[src/common/ramp_pkg.sv]
// Notes on behaviour
// - Six-bit string-enable field picks active sinks; all six is the default.
// - String-enable field drives the sinks only while auto-detect select is zero.
// - Ramp-time code 00 is immediate; 01, 10, 11 give 50, 100, 200 ms.
// - Ramp moves brightness one LSB per 12.2, 24.4 or 48.8 us step.
// - Ramp duration scales with level difference because the step interval is fixed.
// - Smoothing code selects first-order filter strength; 00 off, 11 heaviest.
// - Smoothing strength also depends on ramp time, giving twelve distinct smoothed behaviours besides off.
// - Frequency strap decodes sixteen boost/PWM frequency pairs; grounded is 500k/9.8k.
// - Current strap gives both boost compensation and full-scale current.
package ramp_pkg;
	localparam logic [7:0] STRING_EN_ADDR = 8'h14;
	localparam logic [7:0] RAMP_CFG_ADDR = 8'h15;
	localparam logic [7:0] STRING_EN_RST = 8'hbf;
	localparam logic [7:0] RAMP_CFG_RST = 8'h00;
	localparam int ENABLE_LSB = 0;
	localparam int ENABLE_W = 6;
	localparam int STEP_LSB = 0;
	localparam int FILTER_LSB = 6;
	localparam int LEVEL_W = 12;
	localparam int FRAC_W = 8;

	localparam int CLK_PERIOD_NS = 20;
	localparam int STEP_50MS_NS = 12200;
	localparam int STEP_100MS_NS = 24400;
	localparam int STEP_200MS_NS = 48800;
	localparam logic [11:0] STEP_50MS_CYC = 12'(STEP_50MS_NS / CLK_PERIOD_NS);
	localparam logic [11:0] STEP_100MS_CYC = 12'(STEP_100MS_NS / CLK_PERIOD_NS);
	localparam logic [11:0] STEP_200MS_CYC = 12'(STEP_200MS_NS / CLK_PERIOD_NS);

	localparam logic [1:0] STEP_IMMEDIATE = 2'h0;
	localparam logic [1:0] FILTER_OFF = 2'h0;

	localparam logic [4:0] STRAP_GROUNDED = 5'h10;
	localparam int STRAP_HIGH_BIT = 3;
	localparam logic [2:0] PWM_FREQ_DEF = 3'h1;
	localparam logic BOOST_FREQ_DEF = 1'b0;
	localparam logic BOOST_COMP_DEF = 1'b1;
	localparam logic [2:0] FULL_SCALE_DEF = 3'h7;
	localparam logic [2:0] FULL_SCALE_GND = 3'h5;
	localparam logic [1:0] STRAP_SETTLE = 2'h3;
endpackage

[src/core/ramp_smoother.sv]
module ramp_smoother
	import ramp_pkg::*;
(
	input wire logic clk, // System clock
	input wire logic rstn, // Asynchronous reset, active low
	input wire logic en, // Filter update enable
	input wire logic [3:0] shift, // Filter strength as a right shift
	input wire logic [LEVEL_W-1:0] x, // Unfiltered level
	output logic [LEVEL_W-1:0] y // Filtered level
);
	localparam int ACC_W = LEVEL_W + FRAC_W;

	logic [ACC_W-1:0] acc_q;
	logic [ACC_W-1:0] acc_d;
	logic signed [ACC_W:0] diff;
	logic signed [ACC_W:0] delta;

	// Taking the whole difference when the shifted step is zero keeps small differences from stalling the filter short of target
	always_comb begin
		diff = $signed({1'b0, x, {FRAC_W{1'b0}}}) - $signed({1'b0, acc_q});
		delta = diff >>> shift;
		if (delta == '0 && diff != '0)
			delta = diff;
		acc_d = acc_q;
		if (en)
			acc_d = ACC_W'($signed({1'b0, acc_q}) + delta);
	end

	always_ff @(posedge clk or negedge rstn) begin
		if (!rstn)
			acc_q <= '0;
		else
			acc_q <= acc_d;
	end

	assign y = acc_q[ACC_W-1:FRAC_W];
endmodule // ramp_smoother

[src/core/backlight_ramp.sv]
module backlight_ramp
	import ramp_pkg::*;
(
	input wire logic clk, // System clock, 50 MHz
	input wire logic rstn, // Asynchronous reset, active low
	input wire logic [7:0] reg_addr, // Register address from serial engine
	input wire logic [7:0] reg_wdata, // Register write data
	input wire logic reg_wr, // Register write strobe, one cycle
	input wire logic reg_rd, // Register read strobe, one cycle
	output logic [7:0] reg_rdata, // Register read data
	input wire logic auto_detect_sel, // String auto-detect selected
	input wire logic [5:0] detected_strings, // Strings found by auto-detect
	input wire logic [LEVEL_W-1:0] brightness_target, // Requested level
	input wire logic strapped_variant, // Pin: strap-configured variant
	input wire logic [4:0] frequency_strap_pin, // Pin: frequency strap code
	input wire logic [4:0] current_strap_pin, // Pin: current strap code
	output logic [5:0] sink_enable, // Active current sinks
	output logic [LEVEL_W-1:0] brightness_out, // Ramped, smoothed level
	output logic ramp_active, // Ramp not yet at target
	output logic boost_freq_1mhz, // Boost at 1000 kHz when high
	output logic [2:0] pwm_freq_sel, // PWM output frequency code
	output logic boost_comp, // Boost compensation option
	output logic [2:0] full_scale_sel // Full-scale current code
);
	// Register file
	logic [7:0] string_en_q, string_en_d;
	logic [7:0] ramp_cfg_q, ramp_cfg_d;
	logic [7:0] rdata_q, rdata_d;

	always_comb begin
		string_en_d = string_en_q;
		ramp_cfg_d = ramp_cfg_q;
		rdata_d = rdata_q;
		if (reg_wr) begin
			if (reg_addr == STRING_EN_ADDR)
				string_en_d = reg_wdata;
			if (reg_addr == RAMP_CFG_ADDR)
				ramp_cfg_d = reg_wdata;
		end
		if (reg_rd) begin
			case (reg_addr)
				STRING_EN_ADDR: rdata_d = string_en_q;
				RAMP_CFG_ADDR: rdata_d = ramp_cfg_q;
				default: rdata_d = 8'h00;
			endcase
		end
	end

	// Defaults return only through reset; the host must restore its settings
	always_ff @(posedge clk or negedge rstn) begin
		if (!rstn) begin
			string_en_q <= STRING_EN_RST;
			ramp_cfg_q <= RAMP_CFG_RST;
			rdata_q <= 8'h00;
		end else begin
			string_en_q <= string_en_d;
			ramp_cfg_q <= ramp_cfg_d;
			rdata_q <= rdata_d;
		end
	end

	assign reg_rdata = rdata_q;

	logic [1:0] step_code;
	logic [1:0] filter_code;
	assign step_code = ramp_cfg_q[STEP_LSB +: 2];
	assign filter_code = ramp_cfg_q[FILTER_LSB +: 2];

	// String enables
	logic [5:0] sink_q, sink_d;

	always_comb begin
		if (auto_detect_sel)
			sink_d = detected_strings;
		else
			sink_d = string_en_q[ENABLE_LSB +: ENABLE_W];
	end

	// Step interval divider
	logic [11:0] div_q, div_d;
	logic [11:0] div_limit;
	logic step_tick;

	always_comb begin
		case (step_code)
			2'h1: div_limit = STEP_50MS_CYC;
			2'h2: div_limit = STEP_100MS_CYC;
			2'h3: div_limit = STEP_200MS_CYC;
			default: div_limit = 12'h001;
		endcase
		step_tick = (div_q >= div_limit - 12'h001);
		div_d = step_tick ? 12'h000 : div_q + 12'h001;
	end

	// Linear ramp: fixed step time, so duration follows the level difference
	logic [LEVEL_W-1:0] ramp_q, ramp_d;

	always_comb begin
		ramp_d = ramp_q;
		if (step_code == STEP_IMMEDIATE)
			ramp_d = brightness_target;
		else if (step_tick) begin
			if (ramp_q < brightness_target)
				ramp_d = ramp_q + 12'h001;
			else if (ramp_q > brightness_target)
				ramp_d = ramp_q - 12'h001;
		end
	end

	// Smoothing strength grows with ramp time as well as with the code
	logic [3:0] filt_shift;
	logic filt_en;
	logic [LEVEL_W-1:0] filt_y;

	always_comb begin
		filt_shift = {2'b00, filter_code} + {2'b00, step_code};
		filt_en = (step_code == STEP_IMMEDIATE) | step_tick;
	end

	ramp_smoother u_smoother (
		.clk(clk),
		.rstn(rstn),
		.en(filt_en),
		.shift(filt_shift),
		.x(ramp_q),
		.y(filt_y)
	);

	logic [LEVEL_W-1:0] bright_q, bright_d;
	logic active_q, active_d;

	always_comb begin
		if (filter_code == FILTER_OFF)
			bright_d = ramp_q;
		else
			bright_d = filt_y;
		active_d = (ramp_q != brightness_target);
	end

	always_ff @(posedge clk or negedge rstn) begin
		if (!rstn) begin
			sink_q <= 6'h00;
			div_q <= 12'h000;
			ramp_q <= '0;
			bright_q <= '0;
			active_q <= 1'b0;
		end else begin
			sink_q <= sink_d;
			div_q <= div_d;
			ramp_q <= ramp_d;
			bright_q <= bright_d;
			active_q <= active_d;
		end
	end

	assign sink_enable = sink_q;
	assign brightness_out = bright_q;
	assign ramp_active = active_q;

	// Strap pins come from outside the clock domain; two flops each
	logic [10:0] strap_meta_q, strap_sync_q;

	always_ff @(posedge clk or negedge rstn) begin
		if (!rstn) begin
			strap_meta_q <= 11'h000;
			strap_sync_q <= 11'h000;
		end else begin
			strap_meta_q <= {strapped_variant, frequency_strap_pin, current_strap_pin};
			strap_sync_q <= strap_meta_q;
		end
	end

	logic sync_variant;
	logic [4:0] sync_fcode, sync_icode;
	assign sync_variant = strap_sync_q[10];
	assign sync_fcode = strap_sync_q[9:5];
	assign sync_icode = strap_sync_q[4:0];

	// Straps are read once after reset; a resistor change needs another reset
	logic [1:0] settle_q, settle_d;
	logic latch_now;
	logic bfreq_q, bfreq_d;
	logic [2:0] pfreq_q, pfreq_d;
	logic bcomp_q, bcomp_d;
	logic [2:0] fscale_q, fscale_d;

	always_comb begin
		settle_d = settle_q;
		latch_now = 1'b0;
		if (settle_q != STRAP_SETTLE)
			settle_d = settle_q + 2'h1;
		if (settle_q == STRAP_SETTLE - 2'h1)
			latch_now = 1'b1;
		bfreq_d = bfreq_q;
		pfreq_d = pfreq_q;
		bcomp_d = bcomp_q;
		fscale_d = fscale_q;
		if (latch_now && sync_variant) begin
			if (sync_fcode[4]) begin
				bfreq_d = BOOST_FREQ_DEF;
				pfreq_d = PWM_FREQ_DEF;
			end else begin
				bfreq_d = sync_fcode[STRAP_HIGH_BIT];
				pfreq_d = sync_fcode[2:0];
			end
			if (sync_icode[4]) begin
				bcomp_d = BOOST_COMP_DEF;
				fscale_d = FULL_SCALE_GND;
			end else begin
				bcomp_d = ~sync_icode[STRAP_HIGH_BIT];
				fscale_d = sync_icode[2:0];
			end
		end
	end

	always_ff @(posedge clk or negedge rstn) begin
		if (!rstn) begin
			settle_q <= 2'h0;
			bfreq_q <= BOOST_FREQ_DEF;
			pfreq_q <= PWM_FREQ_DEF;
			bcomp_q <= BOOST_COMP_DEF;
			fscale_q <= FULL_SCALE_DEF;
		end else begin
			settle_q <= settle_d;
			bfreq_q <= bfreq_d;
			pfreq_q <= pfreq_d;
			bcomp_q <= bcomp_d;
			fscale_q <= fscale_d;
		end
	end

	assign boost_freq_1mhz = bfreq_q;
	assign pwm_freq_sel = pfreq_q;
	assign boost_comp = bcomp_q;
	assign full_scale_sel = fscale_q;
endmodule // backlight_ramp

[config.mk]
export PLATFORM = sky130hd
export DESIGN_NAME = backlight_ramp
export DESIGN_NICKNAME = d
export VERILOG_FILES = /design/src/common/ramp_pkg.sv /design/src/core/ramp_smoother.sv /design/src/core/backlight_ramp.sv
export SDC_FILE = /design/constraint.sdc
export NUM_CORES = 1
export LEC_CHECK = 0
export ABC_AREA = 1
export BUFFER_PORTS_ARGS = -buffer_cell sky130_fd_sc_hd__buf_2
export CORE_MARGIN = 1.5
export CORE_UTILIZATION = 50
export CTS_CLUSTER_DIAMETER = 60
export DETAILED_ROUTE_END_ITERATION = 8
export PLACE_DENSITY = 0.65
export SLEW_MARGIN = 20
export SYNTH_ARGS = -nofsm -noshare
export SYNTH_HDL_FRONTEND = slang
export SYNTH_SLANG_ARGS = --single-unit
[constraint.sdc]
create_clock -name clk -period 8.1 [get_ports clk]
set_clock_uncertainty 0.05 [all_clocks]
set_input_delay 0 -clock clk [delete_from_list [all_inputs] [get_ports clk]]
set_output_delay 0 -clock clk [all_outputs]
set_load 0.02 [all_outputs]
Word-level counts from Yosys, hierarchy flattened
Cells that the tools add are included.
{"block": "totals", "reg_bits": 119, "input_bits": 50, "elab_cells": 64}
{"block": "classes", "addsub": 8, "order_cmp": 3, "eq_ne": 8, "shift": 1, "muxes": 15, "bitwise": 2, "reduce_logical": 11}
{"cell": "$mux 12", "n": 6}
{"cell": "$pmux 12 s3", "n": 1}
{"cell": "$add 12x1->12 const B", "n": 2}
{"cell": "$sub 12x1->12 const B", "n": 2}
{"cell": "$logic_not 21->1", "n": 1}
{"cell": "$reduce_bool 21->1", "n": 1}
{"cell": "$sshr 21x3->21", "n": 1}
{"cell": "$sub 20x20->21", "n": 1}
{"cell": "$add 20x20->20", "n": 1}
{"cell": "$mux 20", "n": 1}
{"cell": "$eq 8x5->1 const B", "n": 2}
{"cell": "$pmux 8 s2", "n": 1}
{"cell": "$ge 12x12->1", "n": 1}
{"cell": "$gt 12x12->1", "n": 1}
{"cell": "$lt 12x12->1", "n": 1}
{"cell": "$ne 12x12->1", "n": 1}
{"cell": "$eq 2x2->1 const B", "n": 3}
{"cell": "$mux 3", "n": 2}
{"cell": "$mux 6", "n": 1}
{"cell": "$reduce_and 2->1", "n": 3}
{"cell": "$logic_not 2->1", "n": 2}
{"cell": "$add 2x2->3", "n": 1}
{"cell": "$mux 1", "n": 3}
{"cell": "$reduce_bool 3->1", "n": 1}
{"cell": "7 further kinds", "n": 8}

Depth between registers and ports, before layout
Gate-level depths: netlist (run 1).
{"block": "logic_depth", "depth_word": 6, "depth_mapped": 32, "depth_no_buf": 32}

Modules after synthesis
A second synthesis (run 1) with hierarchy kept.
{"block": "unflattened", "hier_cells": 1401, "area_unflattened_um2": 9849.4}
{"module": "backlight_ramp", "instances": 1, "cells_each": 596, "area_each_um2": 5300.1}
{"module": "ramp_smoother", "instances": 1, "cells_each": 805, "area_each_um2": 4549.4}

Least setup slack after synthesis (run 1)
No wires, ideal clock.
{"block": "synth_timing", "kind": "register to register", "start": "reg ramp_cfg_q[0]", "end": "reg u_smoother.acc_q[14]", "setup_ps": 132, "arrival_ps": 4020, "slack_ps": 3899, "stages_incl_launch_ff": 25, "synth_period_minus_slack_ps": 4201, "cell_sequence": "dfrtp_1 > ha_1 > fa_1 > clkbuf_1 > clkinv_1 > buf_2 > nand2_1 > nand3_2 > nand2_1 > nand3_1 > nor2_4 > nand4_1 > nand2_1 > ha_1 > a21oi_1 > o21ai_0 > nand2_1 > o211ai_1 > a31oi_1 > o21ai_0 > nand2_1 > nand2_1 > or2_2 > nand3_1 > o21ai_0"}
{"block": "synth_between", "elab_chain_cells": 6, "elab_cells_between_ends": 14}
{"element": "from (decl)", "line_no": "backlight_ramp.sv:27", "rtl": "logic [7:0] ramp_cfg_q, ramp_cfg_d;"}
{"element": "from (signal assigned)", "line_no": "backlight_ramp.sv:57", "rtl": "ramp_cfg_q <= ramp_cfg_d;"}
{"element": "$add 2x2->3", "line_no": "backlight_ramp.sv:116", "rtl": "filt_shift = {2'b00, filter_code} + {2'b00, step_code};"}
{"element": "$sshr 21x3->21", "line_no": "ramp_smoother.sv:21", "rtl": "delta = diff >>> shift;"}
{"element": "$logic_not 21->1", "line_no": "ramp_smoother.sv:22", "rtl": "if (delta == '0 && diff != '0)"}
{"element": "$logic_and 1x1->1", "line_no": "ramp_smoother.sv:22"}
{"element": "$mux 20", "line_no": "ramp_smoother.sv:22"}
{"element": "$add 20x20->20", "line_no": "ramp_smoother.sv:26", "rtl": "acc_d = ACC_W'($signed({1'b0, acc_q}) + delta);"}
{"element": "to (signal assigned)", "line_no": "ramp_smoother.sv:31", "rtl": "acc_q <= '0;"}
{"element": "to (signal assigned)", "line_no": "ramp_smoother.sv:33", "rtl": "acc_q <= acc_d;"}
{"element": "to (decl)", "line_no": "ramp_smoother.sv:13", "rtl": "logic [ACC_W-1:0] acc_q;"}
Several ways; a longest one is shown, not always the timed one.
A chain may end at the register's enable or synchronous reset.

Final worst setup path (run 1)
Ends and elaborated chain as after synthesis.

==> results of run 1 <==
[metrics by stage]
| stage | total power, mW | instance area [um2] | cells | hold slack, ns |
|---|---|---|---|---|
| 2_1_floorplan | 3.15 | 9190 | 1284 | -0.346 |
| 3_3_place_gp | 3.86 | 9810 | 1574 | 0.0174 |
| 3_5_place_dp | 3.87 | 9810 | 1574 | 0.0160 |
| 4_1_cts | 4.67 | 10900 | 1657 | 0.0445 |
| 5_1_grt | 5.18 | 10900 | 1657 | 0.114 |
| 6_report | 4.71 | 10900 | 1657 | 0.0653 |
[power by group]
part	total, mW	leakage, nW	switching [mW]	internal (mW)
Combinational	3.18	3.94	2.13	1.05
Sequential	0.767	1.46	0.0873	0.680
Clock	0.761	0.286	0.326	0.435
[area by class of cell]
type                            count  area share
Multi-Input combinational cell    991       0.507
Tap cell                          229      0.0263
Timing Repair Buffer              139      0.0883
Inverter                          147      0.0506
Clock buffer                       17      0.0390
Clock inverter                     15      0.0142
Sequential cell                   119       0.274
[routing by layer]
| metal | GRT usage | wire (um) | up-vias |
|---|---|---|---|
| met5 | 0 | 0 | - |
| met4 | 0.101 | 701 | 0 |
| met3 | 0.0487 | 1280 | 55 |
| li1 | - | - | 4525 |
| met1 | 0.369 | 11900 | 4096 |
| met2 | 0.435 | 11300 | 248 |
[cell usage after synthesis, drive strengths merged (5+ instances only)]
cell    number  area (um2)
clkbuf      17        63.8
nand2      351        1390
o22ai        8        50.1
xor2        13         114
mux2         8        90.1
o21ai      105         526
nor2       115         484
nand4       19         119
inv        144         541
dfstp       12         315
ha          79         988
nand3      154         871
or2          5        31.3
a21oi       76         392
buf         10        51.3
nor3        10        65.1
dfrtp      107        2680
o211ai       7        52.6
xnor2       13         114
[repair_timing]
item | in CTS | in global routing
buffers inserted | 0 | 0
hold buffers | 51 | 0
endpoints found under the hold margin | 98 | 0
[sequential cells by signal, summed over array words and instances, names as in the netlist]
signal	cells
reg_rdata	8
pwm_freq_sel	3
u_smoother.acc_q	20
sink_enable	6
ramp_q	12
brightness_out	12
div_q	12
boost_comp	1
strap_meta_q	11
ramp_cfg_q	8
boost_freq_1mhz	1
strap_sync_q	11
ramp_active	1
settle_q	2
string_en_q	8
full_scale_sel	3
[worst reg2reg max path: stages (launching register included)]
cell and delay (ns):
dfrtp_1 0.44, ha_1 0.23, fa_1 1.06, clkinv_1 0.72, nand2_1 0.30, nand3_1 0.10
nand2_1 0.14, nand3_1 0.10, nor2_2 0.12, nand2_2 0.07, nor2_4 0.15, nand4_1 0.10
nand2_1 0.11, ha_1 0.29, a21oi_1 0.18, o21ai_0 0.14, nand2_1 0.09, o211ai_1 0.11
a31oi_1 0.27, o21ai_0 0.18, nand2_1 0.10, nand2_1 0.06, or2_2 0.27, nand3_1 0.06
o21ai_0 0.08
[logic make-up (layout without fill, tap and decap cells)]
logic type / Yosys count / after routing / share of synthesized area
AOI/OAI and AO/OA: 212 / 212 / 0.124
muxes: 8 / 8 / 0.00980
buffers and inverters: 174 / 318 / 0.0726
adders and majority gates: 82 / 82 / 0.114
and+or+nand+nor: 663 / 663 / 0.329
DFF: 119 / 119 / 0.326
xor gates and xnor gates: 26 / 26 / 0.0248
[worst min-delay path by stage]
stage | endpoint | slack (ns) | cells past startpoint
floorplan | boost_freq_1mhz | -0.35 | 0
global placement | ramp_q[6] | 0.02 | 1
detailed placement | ramp_q[6] | 0.02 | 1
CTS | ramp_cfg_q[4] | 0.04 | 5
global route | ramp_cfg_q[4] | 0.11 | 5
finish | ramp_cfg_q[4] | 0.07 | 5
==> flow_metrics.tcl, run 1 <==
set metrics [dict create \
    syn_nets 1416 \
    grt_max_degree 75 \
    post-route-util 0.607 \
    max-vdd-ir-drop_v 0.000368 \
    grt_usage 0.272 \
    path_cells "ha_1, fa_1, clkinv_1, nand2_1, nand3_1, nand2_1, nand3_1, nor2_2, nand2_2, nor2_4, nand4_1, nand2_1, ha_1, a21oi_1, o21ai_0, nand2_1, o211ai_1, a31oi_1, o21ai_0, nand2_1, nand2_1, or2_2, nand3_1, o21ai_0" \
    critPathCapture "u_smoother.acc_q[14]" \
    async_flop_share 1.00 \
    detail-route-antenna-nets 0 \
    drt_wl_total_mm 25.2 \
    rr_startpoint "ramp_cfg_q[0]" \
    die_area_mm2 0.0192 \
    n_fill_cell 1696 \
    num_rows 49 \
    numPortBuffers 84 \
    ff_latch_area_mm2 0.00299 \
    timing.rr.end "u_smoother.acc_q[14]" \
    path_class "reg -> reg" \
    drive_gt1_frac 0.158 \
    synth_edf_count 0 \
    cts_buffers 17 \
    crit_path_start_kind "register" \
    critPathArrivalTime_ns 5.88 \
    crit_slowest_cell "fa_1" \
    die_x_um 139 \
    avgSynthCellArea_um2 7.16 \
    grt_pass1_vias 8563 \
    reg2reg_setup_slack_ns 2.46 \
    clkLatencyLatePin_ns 0.43 \
    final_common_cell "nand2_1" \
    slowest_delay_ns 1.06 \
    pre_cts_ws_ns 2.55 \
    synth-seq-cells 119 \
    drt_iter0_markers 642 \
    via_count 8924 \
    die_h_um 139 \
    synth_area_mm2 0.00919 \
    final_cell_mix "321 x nand2_1, 134 x nand3_1, 132 x inv_1" \
    worstPathMaxFanout 25 \
    critical_path_required_ns 8.34 \
    powerDensity_mw_per_mm2 432 \
    coreArea_mm2 0.0180 \
    period_minus_slack_ns 5.64 \
    finalHoldViolCount 0 \
    period_share 0.696 \
    vias_per_cell 5.39 \
    routedWlPerCell_um 15.2 \
    cts_root_buf "clkbuf_16" \
    numClockSinks 119 \
    status "finished clean" \
    crit_family "simple AND/OR/NAND/NOR gates" \
    crit_buf_inv 1 \
    grt_setup_unrepaired "false" \
    cts_max_level 4 \
    dp_hpwl_mm 19.0 \
    crit_top_cell "nand2_1" \
    final-max-slew-violation-count 0 \
    netlist-cell-type-count 43 \
    cap_violations 0 \
    synth_flop_cell "dfrtp_1" \
    synth_warnings 0 \
    fin_nets 1547 \
    crit_cells 24 \
    cts_resized 0 \
    drc 0 \
    crit_start "ramp_cfg_q[0]" \
    cts.path.max_buffers 2 \
    relSlewSlack 0.401 \
    cts_tree "done" \
    gp_congestion 0.896 \
    finalSetupTns_ns 0 \
    initial_core_util 0.512 \
    layout_setup_ws_ns 2.46 \
    overflow 0 \
    max_freq_mhz 177 \
    antenna_found_initial 0 \
    worstMarginPinSlew_ns 0.898 \
    pin_count 85 \
    cts.reportedPaths.clkPinSlew_ns 0.07 \
    grt_pass1_wl_mm 42.2 \
    syn_to_final_growth_pct 18.7 \
    yosysSeqAreaShare 0.326 \
    setup.worst_path.end_class "register" \
    multi_input_area_mm2 0.00553 \
    p_leak_nw 5.69 \
    diodes 0 \
    ff2ff_path_depth 24 \
    hold_path.startpoint "reg_wr" \
    drtPass1Iterations 8 \
    setup_violations 0 \
    min_path_type "in -> reg" \
    synthCells 1284 \
]
(Power assumes the default switching activity.)
==> inputs of run 2 (changes only) <==
- ABC_AREA: 1 -> 0
- clock period: 8.1 -> 5.3 ns (I/O delays scaled with it)
==> flow_metrics.tcl, run 2 <==
set metrics [dict create \
    status "complete, but fails checks" \
    failed_checks "setup timing" \
    crit_family "simple AND/OR/NAND/NOR gates" \
    gp_congestion 1.00 \
    p_leak_nw 5.98 \
    async_flop_share 1.00 \
    pin_count 85 \
    drt_iter0_markers 490 \
    netlist-cell-type-count 82 \
    min_path_type "in -> reg" \
    crit_path_start_kind "register" \
    max_freq_mhz 171 \
    vias_per_cell 5.58 \
    grt_max_degree 64 \
    synth_warnings 0 \
    fin_nets 1462 \
    slowest_delay_ns 0.42 \
    cts.reportedPaths.clkPinSlew_ns 0.07 \
    final_cell_mix "230 x buf_4, 107 x dfrtp_1, 88 x nand2_1" \
    synth.area.top_cells "dfrtp_1 30%, ha_1 11%, o21ai_0 4.6%, nand2_1 3.7%, dfstp_2 3.6%" \
    clkPwrFrac 0.142 \
    initial_core_util 0.511 \
    cap_violations 0 \
    largest_reg_flops 20 \
    powerDensity_mw_per_mm2 675 \
    drc 0 \
    numPortBuffers 84 \
    die_h_um 136 \
    place_area_mm2 0.0112 \
    drive_gt1_frac 0.335 \
    cts.path.max_buffers 2 \
    worstMarginPinSlew_ns 0.828 \
    finalHoldViolCount 0 \
    yosysSeqAreaShare 0.339 \
    top_register "u_smoother.acc_q" \
    critical_path_required_ns 5.53 \
    clkLatencyLatePin_ns 0.42 \
    detail-route-antenna-nets 0 \
    yosys.cell_count.top_type "dfrtp_1" \
    worstPathMaxFanout 5 \
    syn_nets 1125 \
    layout_setup_ws_ns -0.557 \
    syn_to_final_growth_pct 41.3 \
    drtPass1Iterations 7 \
    grt_pass1_wl_mm 44.0 \
    pre_cts_ws_ns -0.702 \
    num_rows 48 \
    cts_root_buf "clkbuf_16" \
    routedWlPerCell_um 17.5 \
    synthCells 993 \
    relSlewSlack 0.448 \
    dp.cells 1483 \
    avgSynthCellArea_um2 8.88 \
    antenna_found_initial 1 \
    synth-seq-cells 119 \
    numClockSinks 119 \
    die_area_mm2 0.0184 \
    critPathArrivalTime_ns 6.09 \
    synth_area_mm2 0.00882 \
    period_minus_slack_ns 5.86 \
    setup_violations 12 \
    grt_usage 0.308 \
    n_fill_cell 1301 \
    max-vdd-ir-drop_v 0.000713 \
    cts_max_level 4 \
    grt_pass1_vias 8466 \
    final-max-slew-violation-count 0 \
    intPower_mw 4.82 \
    coreArea_mm2 0.0172 \
    fin_cells 1569 \
    synth_top_area_cell "dfrtp_1" \
    p_comb_frac 0.718 \
    crit_buf_inv 3 \
    via_count 8755 \
    p_sw_mw 3.60 \
    synth_flop_cell "dfrtp_1" \
    dp_hpwl_mm 20.0 \
    setup.worst_path.end_class "register" \
    drt_wl_total_mm 27.4 \
    cts_buffers 17 \
    overflow 0 \
    cts_tree "done" \
    synth_edf_count 0 \
    period_share 1.11 \
    grt_setup_unrepaired "true" \
    synth_top_area_frac 0.304 \
    power_switching_share 0.427 \
    die_x_um 136 \
    synth_top_cells_by_count "107 x dfrtp_1, 88 x nand2_1, 81 x o21ai_0" \
    fin_area_mm2 0.0125 \
    crit_slowest_cell "or4_1" \
    final_common_cell "buf_4" \
    pwr-share-seq 0.140 \
    path_class "reg -> reg" \
]
run 2: final timing paths:
path,depth (start not counted),slack [ns],startpoint,endpoint
max,26,-0.56,u_smoother.acc_q[1],u_smoother.acc_q[18]
min,3,0.05,reg_addr[0],reg_rdata[5]
max reg2reg,26,-0.56,u_smoother.acc_q[1],u_smoother.acc_q[18]
min reg2reg,0,0.29,strap_meta_q[7],strap_sync_q[7]
max in group asynchronous,3,3.75,rstn,u_smoother.acc_q[6]
min in group asynchronous,2,0.14,rstn,div_q[6]
run 2: worst register-to-register path, delay by kind of cell, from the launching register on:
family                     cells  cell delay [ns]
and+or+nand+nor                6             1.94
DFF                            1             0.40
muxes                          2             0.53
adders and majority gates      3             0.67
buffers and inverters          3             0.29
AOI/OAI and AO/OA             11             1.68
xor gates and xnor gates       1             0.14
run 2: cell type report:
class / count / area (um2) / share of cell area
Clock buffer: 18 / 439 / 0.0353
Multi-Input combinational cell: 767 / 5700 / 0.457
Tap cell: 225 / 282 / 0.0226
Antenna cell: 1 / 2.50 / 0.000201
Sequential cell: 119 / 2990 / 0.240
Inverter: 64 / 241 / 0.0194
Clock inverter: 14 / 165 / 0.0133
Timing Repair Buffer: 361 / 2640 / 0.212
run 2: stage by stage:
stage	util	hold WS [ns]	TNS, ns	power (mW)
detailed placement	0.647	0.0615	-5.89	6.74
CTS	0.716	0.0160	-4.51	8.15
global route	0.723	0.0435	-7.37	9.04
floorplan	-	-0.346	-1.61	4.49
global placement	0.647	0.0570	-5.33	6.70
finish	0.723	0.0454	-4.59	8.41
run 2: cell families (layout without fill, tap and decap cells):
group / count (synthesis) / in the layout / synth area share
fa+ha+maj: 82 / 82 / 0.119
flops: 119 / 119 / 0.339
other cells: 0 / 1 / 0
compound gates: 273 / 273 / 0.198
mux: 53 / 53 / 0.0677
buf+inv: 107 / 457 / 0.0471
simple gates: 305 / 305 / 0.175
xor+xnor: 54 / 54 / 0.0536
run 2: timing repair:
action | in CTS | in global routing
gates resized for setup | 17 | 22
hold buffers | 45 | 0
endpoints found under the hold margin | 109 | 0
setup buffers | 7 | 3
pin swaps | 14 | 9
setup endpoints to repair | 13 | 16
run 2: layer usage:
layer	part of all wire	track usage	routed length (um)	vias to the layer above
met5	0	0	0	-
met4	0.021	0.102	575	0
met3	0.066	0.0658	1810	41
met2	0.46	0.488	12600	292
met1	0.45	0.417	12500	4152
li1	-	-	-	4270
run 2: power by group through the flow:
stage                     registers [mW]  clock network [mW]  logic, mW
after global placement              1.18                   0       5.52
final                               1.18                1.20       6.04
after floorplan                     1.24                   0       3.25
after CTS                           1.17                1.20       5.77
after global routing                1.19                1.26       6.59
after detailed placement            1.19                   0       5.55
